### src/logic/e3_oh_map.vh
// Purpose: Shared constants for the received E3 overhead serial output port
// Assumes: Included by bare name from every design file that needs it
// Notes:   Definitions only; guarded against double inclusion
`ifndef E3_OH_MAP_VH
`define E3_OH_MAP_VH

// ==========================================================================
// Frame structure
// ==========================================================================
// Bytes in a received frame, and the overhead bytes among them
`define FRAME_BYTES      10'd537
`define OH_BYTES         3'd7
// Overhead bits sent per frame (seven bytes of eight)
`define OH_BITS          6'd56
`define OH_BIT_IDX_W     6

// ==========================================================================
// Staging FIFO word layout
// ==========================================================================
`define OH_WORD_W        9
`define OH_BYTE_MSB      7
`define OH_BYTE_LSB      0
`define OH_FIRST_POS     8
`define OH_FIFO_DEPTH    16
`define OH_FIFO_ADDR_W   4

// ==========================================================================
// Timing
// ==========================================================================
// System clock period and overhead bit clock period, in ns
`define MCLK_PERIOD_NS   20
`define OH_CLK_PERIOD_NS 160
// System clock cycles per half period of the overhead clock
`define OH_HALF_CYCLES   ((`OH_CLK_PERIOD_NS / `MCLK_PERIOD_NS) / 2)
`define OH_HALF_CNT_W    2

// ==========================================================================
// Serializer states (one-hot)
// ==========================================================================
`define ST_IDLE          2'b01
`define ST_SEND          2'b10

`endif

### src/logic/e3_rx_overhead_serial_out.v
// Purpose: Serial output of the seven received E3 overhead bytes per frame
// Assumes: Framer pushes overhead bytes in order, first byte flagged
// Notes:   Overhead clock divided from mclk; data moves on its falling edge
`timescale 1ns/1ps
`default_nettype none
`include "e3_oh_map.vh"

module e3_rx_overhead_serial_out (
	input  wire       mclk,
	input  wire       rst_b,
	input  wire [7:0] ohByte,
	input  wire       ohFirst,
	input  wire       ohValid,
	output wire       ohReady,
	output reg        overheadBitClockOut,
	output reg        rxOverheadSerialOut,
	output reg        overheadFrameMarker,
	output reg        frameActive,
	output reg        underrun,
	output reg        resync
);

	// ======================================================================
	// Helpers
	// ======================================================================
	// True when the bit index sits on a byte boundary
	function startsByte;
		input [`OH_BIT_IDX_W-1:0] idx;
		begin
			startsByte = (idx[2:0] == 3'h0);
		end
	endfunction

	// True when every overhead bit of the frame has been driven
	function frameDone;
		input [`OH_BIT_IDX_W-1:0] idx;
		begin
			frameDone = (idx == `OH_BITS);
		end
	endfunction

	// ======================================================================
	// Declarations
	// ======================================================================
	// Last half-period count, cut to the counter width on purpose
	localparam integer              HALF_LAST_N = `OH_HALF_CYCLES - 1;
	localparam [`OH_HALF_CNT_W-1:0] HALF_LAST   = HALF_LAST_N[`OH_HALF_CNT_W-1:0];
	localparam [1:0] ST_IDLE = `ST_IDLE;
	localparam [1:0] ST_SEND = `ST_SEND;

	reg  [`OH_HALF_CNT_W-1:0] halfCnt;
	reg  [1:0]                state;
	reg  [`OH_BIT_IDX_W-1:0]  bitIdx;
	reg  [7:0]                shiftReg;
	wire                      halfEnd;
	wire                      fallEdge;
	wire [`OH_WORD_W-1:0]     pushWord;
	wire [`OH_WORD_W-1:0]     headWord;
	wire                      headValid;
	wire                      headFirst;
	wire [7:0]                headByte;
	reg                       popReady;

	// ======================================================================
	// Staging FIFO
	// ======================================================================
	// Byte and first-of-frame flag travel together
	assign pushWord = {ohFirst, ohByte};

	oh_byte_fifo #(
		.WIDTH  (`OH_WORD_W),
		.DEPTH  (`OH_FIFO_DEPTH),
		.ADDR_W (`OH_FIFO_ADDR_W)
	) u_fifo (
		.mclk     (mclk),
		.rst_b    (rst_b),
		.inData   (pushWord),
		.inValid  (ohValid),
		.inReady  (ohReady),
		.outData  (headWord),
		.outValid (headValid),
		.outReady (popReady)
	);

	assign headFirst = headWord[`OH_FIRST_POS];
	assign headByte  = headWord[`OH_BYTE_MSB:`OH_BYTE_LSB];

	// ======================================================================
	// Overhead bit clock
	// ======================================================================
	// Half-period counter; runs free from reset release
	assign halfEnd  = (halfCnt == HALF_LAST);
	// Clock is about to go low: the only moment data may move
	assign fallEdge = halfEnd && overheadBitClockOut;

	// Divider with no gate and no enable
	always @(posedge mclk) begin
		if (!rst_b) begin
			halfCnt             <= {`OH_HALF_CNT_W{1'b0}};
			overheadBitClockOut <= 1'b0;
		end else begin
			if (halfEnd) begin
				halfCnt             <= {`OH_HALF_CNT_W{1'b0}};
				overheadBitClockOut <= ~overheadBitClockOut;
			end else begin
				halfCnt <= halfCnt + {{(`OH_HALF_CNT_W-1){1'b0}}, 1'b1};
			end
		end
	end

	// ======================================================================
	// FIFO pop decision
	// ======================================================================
	// Pop at a falling edge when a new byte is due
	always @* begin
		popReady = 1'b0;
		if (fallEdge) begin
			case (state)
				ST_IDLE: begin
					popReady = 1'b1;
				end
				ST_SEND: begin
					popReady = startsByte(bitIdx);
				end
				default: begin
					popReady = 1'b0;
				end
			endcase
		end
	end

	// ======================================================================
	// Serializer
	// ======================================================================
	// Bytes go out MSB first; index counts bits already driven
	always @(posedge mclk) begin
		if (!rst_b) begin
			state               <= ST_IDLE;
			bitIdx              <= {`OH_BIT_IDX_W{1'b0}};
			shiftReg            <= 8'h00;
			rxOverheadSerialOut <= 1'b0;
			overheadFrameMarker <= 1'b0;
			frameActive         <= 1'b0;
			underrun            <= 1'b0;
			resync              <= 1'b0;
		end else begin
			underrun <= 1'b0;
			resync   <= 1'b0;
			if (fallEdge) begin
				// Marker lasts exactly one overhead period
				overheadFrameMarker <= 1'b0;
				case (state)
					ST_IDLE: begin
						if (headValid && headFirst) begin
							// FA1 bit 7 with the marker
							rxOverheadSerialOut <= headByte[7];
							shiftReg            <= {headByte[6:0], 1'b0};
							overheadFrameMarker <= 1'b1;
							bitIdx              <= {{(`OH_BIT_IDX_W-1){1'b0}}, 1'b1};
							frameActive         <= 1'b1;
							state               <= ST_SEND;
						end else begin
							// Stray bytes outside a frame are dropped
							rxOverheadSerialOut <= 1'b0;
						end
					end
					ST_SEND: begin
						if (!startsByte(bitIdx)) begin
							// Next bit of the current byte
							rxOverheadSerialOut <= shiftReg[7];
							shiftReg            <= {shiftReg[6:0], 1'b0};
							bitIdx              <= bitIdx + {{(`OH_BIT_IDX_W-1){1'b0}}, 1'b1};
						end else if (headValid && (headFirst || !frameDone(bitIdx))) begin
							// Load the next byte; a flagged byte restarts the frame
							rxOverheadSerialOut <= headByte[7];
							shiftReg            <= {headByte[6:0], 1'b0};
							if (headFirst) begin
								overheadFrameMarker <= 1'b1;
								bitIdx              <= {{(`OH_BIT_IDX_W-1){1'b0}}, 1'b1};
								resync              <= !frameDone(bitIdx);
							end else begin
								bitIdx <= bitIdx + {{(`OH_BIT_IDX_W-1){1'b0}}, 1'b1};
							end
						end else begin
							// Frame over, or data missing mid-frame
							underrun            <= !frameDone(bitIdx);
							rxOverheadSerialOut <= 1'b0;
							bitIdx              <= {`OH_BIT_IDX_W{1'b0}};
							frameActive         <= 1'b0;
							state               <= ST_IDLE;
						end
					end
					default: begin
						state       <= ST_IDLE;
						bitIdx      <= {`OH_BIT_IDX_W{1'b0}};
						frameActive <= 1'b0;
					end
				endcase
			end
		end
	end

endmodule

`default_nettype wire

### src/logic/oh_byte_fifo.v
// Purpose: Small synchronous FIFO staging overhead bytes ahead of the serializer
// Assumes: Single clock, synchronous active-low reset
// Notes:   Valid/ready on both sides; simultaneous push and pop only when neither full nor empty
`timescale 1ns/1ps
`default_nettype none

module oh_byte_fifo #(
	parameter WIDTH  = 9,
	parameter DEPTH  = 16,
	parameter ADDR_W = 4
) (
	input  wire             mclk,
	input  wire             rst_b,
	input  wire [WIDTH-1:0] inData,
	input  wire             inValid,
	output wire             inReady,
	output wire [WIDTH-1:0] outData,
	output wire             outValid,
	input  wire             outReady
);

	// ======================================================================
	// Storage and pointers
	// ======================================================================
	reg  [WIDTH-1:0]  mem [0:DEPTH-1];
	reg  [ADDR_W-1:0] wrPtr;
	reg  [ADDR_W-1:0] rdPtr;
	reg  [ADDR_W:0]   fill;
	wire              push;
	wire              pop;

	// Honest full and empty from the fill count
	assign inReady  = (fill != DEPTH[ADDR_W:0]);
	assign outValid = (fill != {(ADDR_W+1){1'b0}});
	assign push     = inValid && inReady;
	assign pop      = outValid && outReady;
	assign outData  = mem[rdPtr];

	// Write port
	always @(posedge mclk) begin
		if (push) begin
			mem[wrPtr] <= inData;
		end
	end

	// Pointer and fill bookkeeping
	always @(posedge mclk) begin
		if (!rst_b) begin
			wrPtr <= {ADDR_W{1'b0}};
			rdPtr <= {ADDR_W{1'b0}};
			fill  <= {(ADDR_W+1){1'b0}};
		end else begin
			if (push) begin
				wrPtr <= wrPtr + {{(ADDR_W-1){1'b0}}, 1'b1};
			end
			if (pop) begin
				rdPtr <= rdPtr + {{(ADDR_W-1){1'b0}}, 1'b1};
			end
			if (push && !pop) begin
				fill <= fill + {{ADDR_W{1'b0}}, 1'b1};
			end else if (pop && !push) begin
				fill <= fill - {{ADDR_W{1'b0}}, 1'b1};
			end
		end
	end

endmodule

`default_nettype wire
### config.mk
export PLATFORM = sky130hd
export DESIGN_NAME = e3_rx_overhead_serial_out
export DESIGN_NICKNAME = d
export VERILOG_FILES = /design/src/logic/e3_rx_overhead_serial_out.v /design/src/logic/oh_byte_fifo.v
export VERILOG_INCLUDE_DIRS = /design/src /design/src/logic
export SDC_FILE = /design/constraint.sdc
export NUM_CORES = 1
export LEC_CHECK = 0
export BUFFER_PORTS_ARGS = -buffer_cell sky130_fd_sc_hd__buf_2
export CAP_MARGIN = 20
export CORE_MARGIN = 2
export CORE_UTILIZATION = 49
export CTS_BUF_LIST = sky130_fd_sc_hd__clkbuf_2
export DETAILED_ROUTE_END_ITERATION = 16
export PLACE_DENSITY_LB_ADDON = 0.25
export SLEW_MARGIN = 25
export SYNTH_ARGS = -nofsm -noshare
export SYNTH_HDL_FRONTEND = slang
export SYNTH_HIERARCHICAL = 1
export SYNTH_SLANG_ARGS = --single-unit
### constraint.sdc
create_clock -name mclk -period 3.23 [get_ports mclk]
set_input_delay 0.646 -clock mclk [delete_from_list [all_inputs] [get_ports mclk]]
set_output_delay 0.646 -clock mclk [all_outputs]
set_load 0.02 [all_outputs]
After elaboration in Yosys (flattened, before gate mapping). Memory sizes are Yosys's and may differ from the RTL's. A register that Yosys moved wholly into a read port is not among the register bits. Cells that the tools add are included.

Register bits after elaboration: 37. Memories: 1. Bits in writable memories: 144.

Eq/ne operators: 9. Multiplexer cells: 34. Reductions and logical operators: 22. Add/sub/neg operators: 6. Bitwise gates (word level): 5.

Memory list: u_fifo.mem (depth 16, bits a word 9, rd ports 1, clocked after Yosys merged registers in 1, wr ports 1, line oh_byte_fifo.v:25) `reg [WIDTH-1:0] mem [0:DEPTH-1];`.

Operators with widths (count): $mux W6 (4); $mux W8 (3); $pmux W8 S2 (1); $mux W1 (13); $pmux W6 S2 (1); $mux W5 (2); $add A4 B1 Y4 const B (2); $mux W4 (2); $pmux W1 S2 (4); $reduce_and A4 Y1 (2); $logic_and A1 B1 Y1 (7); $add A6 B1 Y6 const B (1); $eq A6 B6 Y1 const B (1); $mux W2 (3); $ne A2 B2 Y1 const B (3); $reduce_and A6 Y1 (1); $add A5 B1 Y5 const B (1); $ne A5 B5 Y1 const B (1); $not A1 Y1 (5); $reduce_bool A5 Y1 (1); $reduce_or A5 Y1 (1); $sub A5 B1 Y5 const B (1); $eq A2 B2 Y1 const B (2); $pmux W2 S2 (1); other kinds (9) (13).

Logic depth before layout (Yosys ltp).
Word-level depth: 7. Mapped depth: 13. Gate-level depth less buffers: 13.

By module. The synthesis kept the hierarchy.

By module, submodules not included: oh_byte_fifo (area an instance 6356.1 um^2, times used 1, cells an instance 331, seq. area each 4664.5 um^2); e3_rx_overhead_serial_out (area an instance 1181.1 um^2, times used 1, cells an instance 136, seq. area each 440.4 um^2).

Least setup slack after synthesis. OpenSTA, ideal clock, no wires.

Kind: register to register. Start: register state[1]. End: register u_fifo.fill[3]. Slack: 0.481 ns. Data required time: 3.168 ns. Setup time: 0.062 ns. Clock period less this slack: 2.749 ns. Cell stages (with the launch flop): 12. Arrival: 2.687 ns. Cells stage by stage: dfxtp_1 inv_1 ha_1 nor3_1 o21ai_4 ha_1 inv_1 ha_1 a21o_2 a21oi_1 or4b_2 nand3_1.

Cells in the longest elaborated chain, start to end: 7. Elaborated cells between the ends (all ways): 10.

Ends and longest elaborated chain: start, declared (line e3_rx_overhead_serial_out.v:52) `reg [1:0] state;`; start signal, assigned (line e3_rx_overhead_serial_out.v:138) `state <= ST_IDLE;`; start signal, assigned (line e3_rx_overhead_serial_out.v:161) `state <= ST_SEND;`; start signal, assigned (line e3_rx_overhead_serial_out.v:190) `state <= ST_IDLE;`; $eq A2 B2 Y1 / $eq A2 B1 Y1 (equally long branches); $pmux W1 S2 * (line e3_rx_overhead_serial_out.v:118) `case (state)`; $mux W1 * (line e3_rx_overhead_serial_out.v:117) `if (fallEdge) begin`; named net popReady (line e3_rx_overhead_serial_out.v:62) `reg popReady;`; $logic_and A1 B1 Y1 * (line oh_byte_fifo.v:36) `assign pop = outValid && outReady;`; $logic_not A1 Y1 (line oh_byte_fifo.v:59) `if (push && !pop) begin`; $logic_and A1 B1 Y1 (line oh_byte_fifo.v:59); $mux W5 / $reduce_bool A2 Y1 (equally long branches); end signal, assigned (line oh_byte_fifo.v:51) `fill <= {(ADDR_W+1){1'b0}};`; end signal, assigned (line oh_byte_fifo.v:60) `fill <= fill + {{ADDR_W{1'b0}}, 1'b1};`; end signal, assigned (line oh_byte_fifo.v:62) `fill <= fill - {{ADDR_W{1'b0}}, 1'b1};`; end, declared (line oh_byte_fifo.v:28) `reg [ADDR_W:0] fill;`.

The timed path passes the listed nets; every way through them passes the cells marked *. A chain may end at the register's enable or synchronous reset.

Worst setup path after layout.
Start: register bitIdx[0]. End: register u_fifo.fill[3].

Cells in the longest elaborated chain, start to end: 7. Elaborated cells between the ends (all ways): 9.

Ends and longest elaborated chain: start, declared (line e3_rx_overhead_serial_out.v:53) `` reg [`OH_BIT_IDX_W-1:0] bitIdx; ``; start signal, assigned (line e3_rx_overhead_serial_out.v:139) `` bitIdx <= {`OH_BIT_IDX_W{1'b0}}; ``; start signal, assigned (line e3_rx_overhead_serial_out.v:159) `` bitIdx <= {{(`OH_BIT_IDX_W-1){1'b0}}, 1'b1}; ``; start signal, assigned (line e3_rx_overhead_serial_out.v:172) `` bitIdx <= bitIdx + {{(`OH_BIT_IDX_W-1){1'b0}}, 1'b1}; ``; $logic_not A3 Y1 * (line e3_rx_overhead_serial_out.v:30) `startsByte = (idx[2:0] == 3'h0);`; $pmux W1 S2 * (line e3_rx_overhead_serial_out.v:118); $mux W1 * (line e3_rx_overhead_serial_out.v:117); named net popReady (line e3_rx_overhead_serial_out.v:62); $logic_and A1 B1 Y1 * (line oh_byte_fifo.v:36); $logic_not A1 Y1 (line oh_byte_fifo.v:59); $logic_and A1 B1 Y1 (line oh_byte_fifo.v:59); $mux W5 / $reduce_bool A2 Y1 (equally long branches).

Marks and branches as above.

==> results.toml <==
[layout]
final_common_cell = "edfxtp_1"
finish.instance_area_um2 = 8185
syn2layout_area_growth_pct = 8.599
layout.nets = 534
final_cell_mix = "144 x edfxtp_1, 38 x dfxtp_1, 36 x mux4_2"
drive_gt1_share_pct = 24.42

[logic_synthesis]
netlist_area_um2 = 7537
yosys.area_share.xor_xnor_pct = 1.278
synth-simple-area-share_pct = 7.852
synthMuxAreaShare_pct = 12.35
synth-adder-area-share_pct = 2.590
synth_edf_count = 144
syn_nets = 494
seq_area_frac_synth_pct = 67.73
synth-compound-area-share_pct = 5.860
synthCells = 467
synth_top_family_by_area = "multiplexers"
synth-main-ff-cell = "edfxtp_1"
syn_avg_cell_area_um2 = 16.14
async_flop_share_pct = 0
synth-seq-cells = 183
yosys_warnings = 6
synth_cell_types = 52

[placement]
place_congestion = 0.8514
place_ws_ns = 0.2641
dpl_cell_area_um2 = 7916
dp_hpwl_um = 9389
io_buffer_count = 18

[drt]
routedWlPerCell_um = 19.74
drtAntennaViolNets = 0
drtPass1Iterations = 6
via_per_inst = 5.781
drc_errors = 0
drt-total-wl_um = 14000
dr_total_vias = 4099
first_iter_violations = 335

[sta]
period_minus_slack_ns = 2.954
max_slew_margin_pct = 38.73
hold_viol_final = 0
finalSetupViolations = 0
clock.fmax_ghz = 0.3385
worst_slack_ns = 0.2757
fin_setup_tns_ns = 0
tightest_slew_ns = 0.9157
slew_violations = 0
fin_skew_ns = 0.03847
grt_setup_unrepaired = "no"
finalCritPeriodShare_pct = 91.47

[grt]
grt_use_total_pct = 18.62
grt_pass1_vias = 4180
grt_max_degree = 33
grt_first_pass_wirelength_um = 22360
antenna_found_initial = 1
overflow = 0

[critical_path]
cp.arrival_ns = 3.65
worstReg2RegStart = "bitIdx[0]"
path_class = "reg2reg"
reg2reg_slack_ns = 0.28
rr_endpoint = "u_fifo/fill[3]"
crit_path_top_delay_cell = "or4b_2"
cp-end-kind = "flop"
required_ns = 3.92
cp-start-kind = "flop"
cp_common_cell = "ha_1"
slowest_delay_ns = 0.61
rr_worst_depth = 13
path_cells = "inv_1 -> ha_1 -> nor2b_2 -> a21oi_1 -> nor3_2 -> o21ai_4 -> ha_1 -> inv_1 -> ha_1 -> a21o_2 -> a21oi_1 -> or4b_2 -> nand3_1"
cp_max_fo = 8

[worst_hold_path]
hp-start = "ohByte[1]"
hold_end = "u_fifo/mem[9][1]"
hold_depth = 1
hp-class = "in2reg"

[pwr]
p_leak_nw = 2.784
total_power_mw = 4.372
ir_drop_v = 0.0002658
powerDensity_nw_per_um2 = 534.1

[cts]
clkLatencyLatePin_ns = 0.76
clk_pin_slew_worst_paths_ns = 0.27
clockBufferDepth = 2
cts_buffers = 17
cts_root_buf = "clkbuf_2"
htreeDepth = 4
cts_tree = "yes"
cts_sinks = 183

[floorplan]
io_pins = 19
fp.dieArea_um2 = 16390
rows = 45
core_area_um2 = 15090
initial_core_util_pct = 49.95
die_h_um = 128.0
die_x_um = 128.0

[run]
drv_cap = 0

[outcome]
outcome = "finished, final reports clean"
-- metal layers --
layer	routed length, um	track usage, %	part of all wire (%)
met1	6116	24.30	44
met2	6952	30.64	50
met3	652	4.174	4.7
met4	274	7.434	2.0
met5	0	0	0
-- power breakdown --
part | internal [mW] | switching, mW
combinational | 0.180 | 0.293
clock | 0.444 | 0.778
sequential | 2.62 | 0.0534
-- stage by stage --
| stage | util (%) | cells | hold slack [ns] |
|---|---|---|---|
| 2_1_floorplan | - | 467 | 0.4030 |
| 6_report | 54.25 | 709 | 0.2420 |
| 5_1_grt | 54.25 | 709 | 0.1570 |
| 4_1_cts | 54.20 | 708 | 0.1526 |
| 3_5_place_dp | 52.46 | 676 | 0.4244 |
| 3_3_place_gp | 52.46 | 676 | 0.4139 |
-- cells by family after synthesis --
kind of cell    count (synthesis)
compound gates                 60
xor+xnor                       11
fa+ha+maj                      15
buf+inv                        33
flops                         183
mux                            48
simple gates                  117
-- cells in the mapped netlist (4+ instances only) --
library cell | count | area [um^2]
a21o_2 | 6 | 52.55
a21oi_1 | 7 | 35.03
a22oi_1 | 19 | 142.6
and2_1 | 8 | 50.05
buf_1 | 4 | 15.01
buf_4 | 4 | 30.03
clkbuf_1 | 6 | 22.52
dfxtp_1 | 39 | 780.8
edfxtp_1 | 144 | 4324
ha_1 | 14 | 175.2
inv_1 | 11 | 41.29
mux2i_1 | 12 | 120.1
mux4_2 | 36 | 810.8
nand2_1 | 33 | 123.9
nand2b_1 | 4 | 25.02
nand3_1 | 15 | 75.07
nor2_1 | 23 | 86.33
nor2b_1 | 5 | 31.28
nor3_1 | 10 | 50.05
nor4_1 | 4 | 25.02
o21ai_0 | 12 | 60.06
xnor2_1 | 11 | 96.34
-- worst max-delay path by stage --
stage / end / slack, ns / startpoint / cells after the start
2_1_floorplan: u_fifo/fill[3] / 0.48 / state[1] / 11
3_3_place_gp: u_fifo/fill[3] / 0.37 / bitIdx[0] / 13
3_5_place_dp: u_fifo/fill[3] / 0.26 / bitIdx[0] / 13
4_1_cts: u_fifo/fill[3] / 0.16 / bitIdx[0] / 13
5_1_grt: u_fifo/fill[3] / 0.1 / bitIdx[0] / 13
6_report: u_fifo/fill[3] / 0.28 / bitIdx[0] / 13
-- sequential cells by signal (all words and copies together), names as in the netlist, named ones only --
name	cells
overheadFrameMarker	1
underrun	1
bitIdx	6
u_fifo/fill	5
u_fifo/mem	144
state	2
rxOverheadSerialOut	1
resync	1
overheadBitClockOut	1
u_fifo/wrPtr	4
shiftReg	7
halfCnt	2
u_fifo/rdPtr	4
-- repair_timing --
item                       4_1_cts  5_1_grt
gates resized for setup          0        1
hold buffers                     0        0
buffers inserted                 0        0
setup endpoints to repair        0        2
-- final cells by class --
cell class                      instances  area [um^2]
Inverter                               11        41.29
Tap cell                              188        235.2
Sequential cell                       183         5106
Antenna cell                            1        2.502
Clock buffer                           18        90.09
Timing Repair Buffer                   43        277.8
Multi-Input combinational cell        251         2261
Fill cell                            1207         6904
Clock inverter                         14        171.4
-- critical path, delay by kind of cell, from the launching register on --
family,cells,cell delay [ns]
compound gates,4,0.53
buf+inv,2,0.18
fa+ha+maj,3,0.72
flops,1,0.47
simple gates,4,1.00
Power figures use the tool's default switching activity.
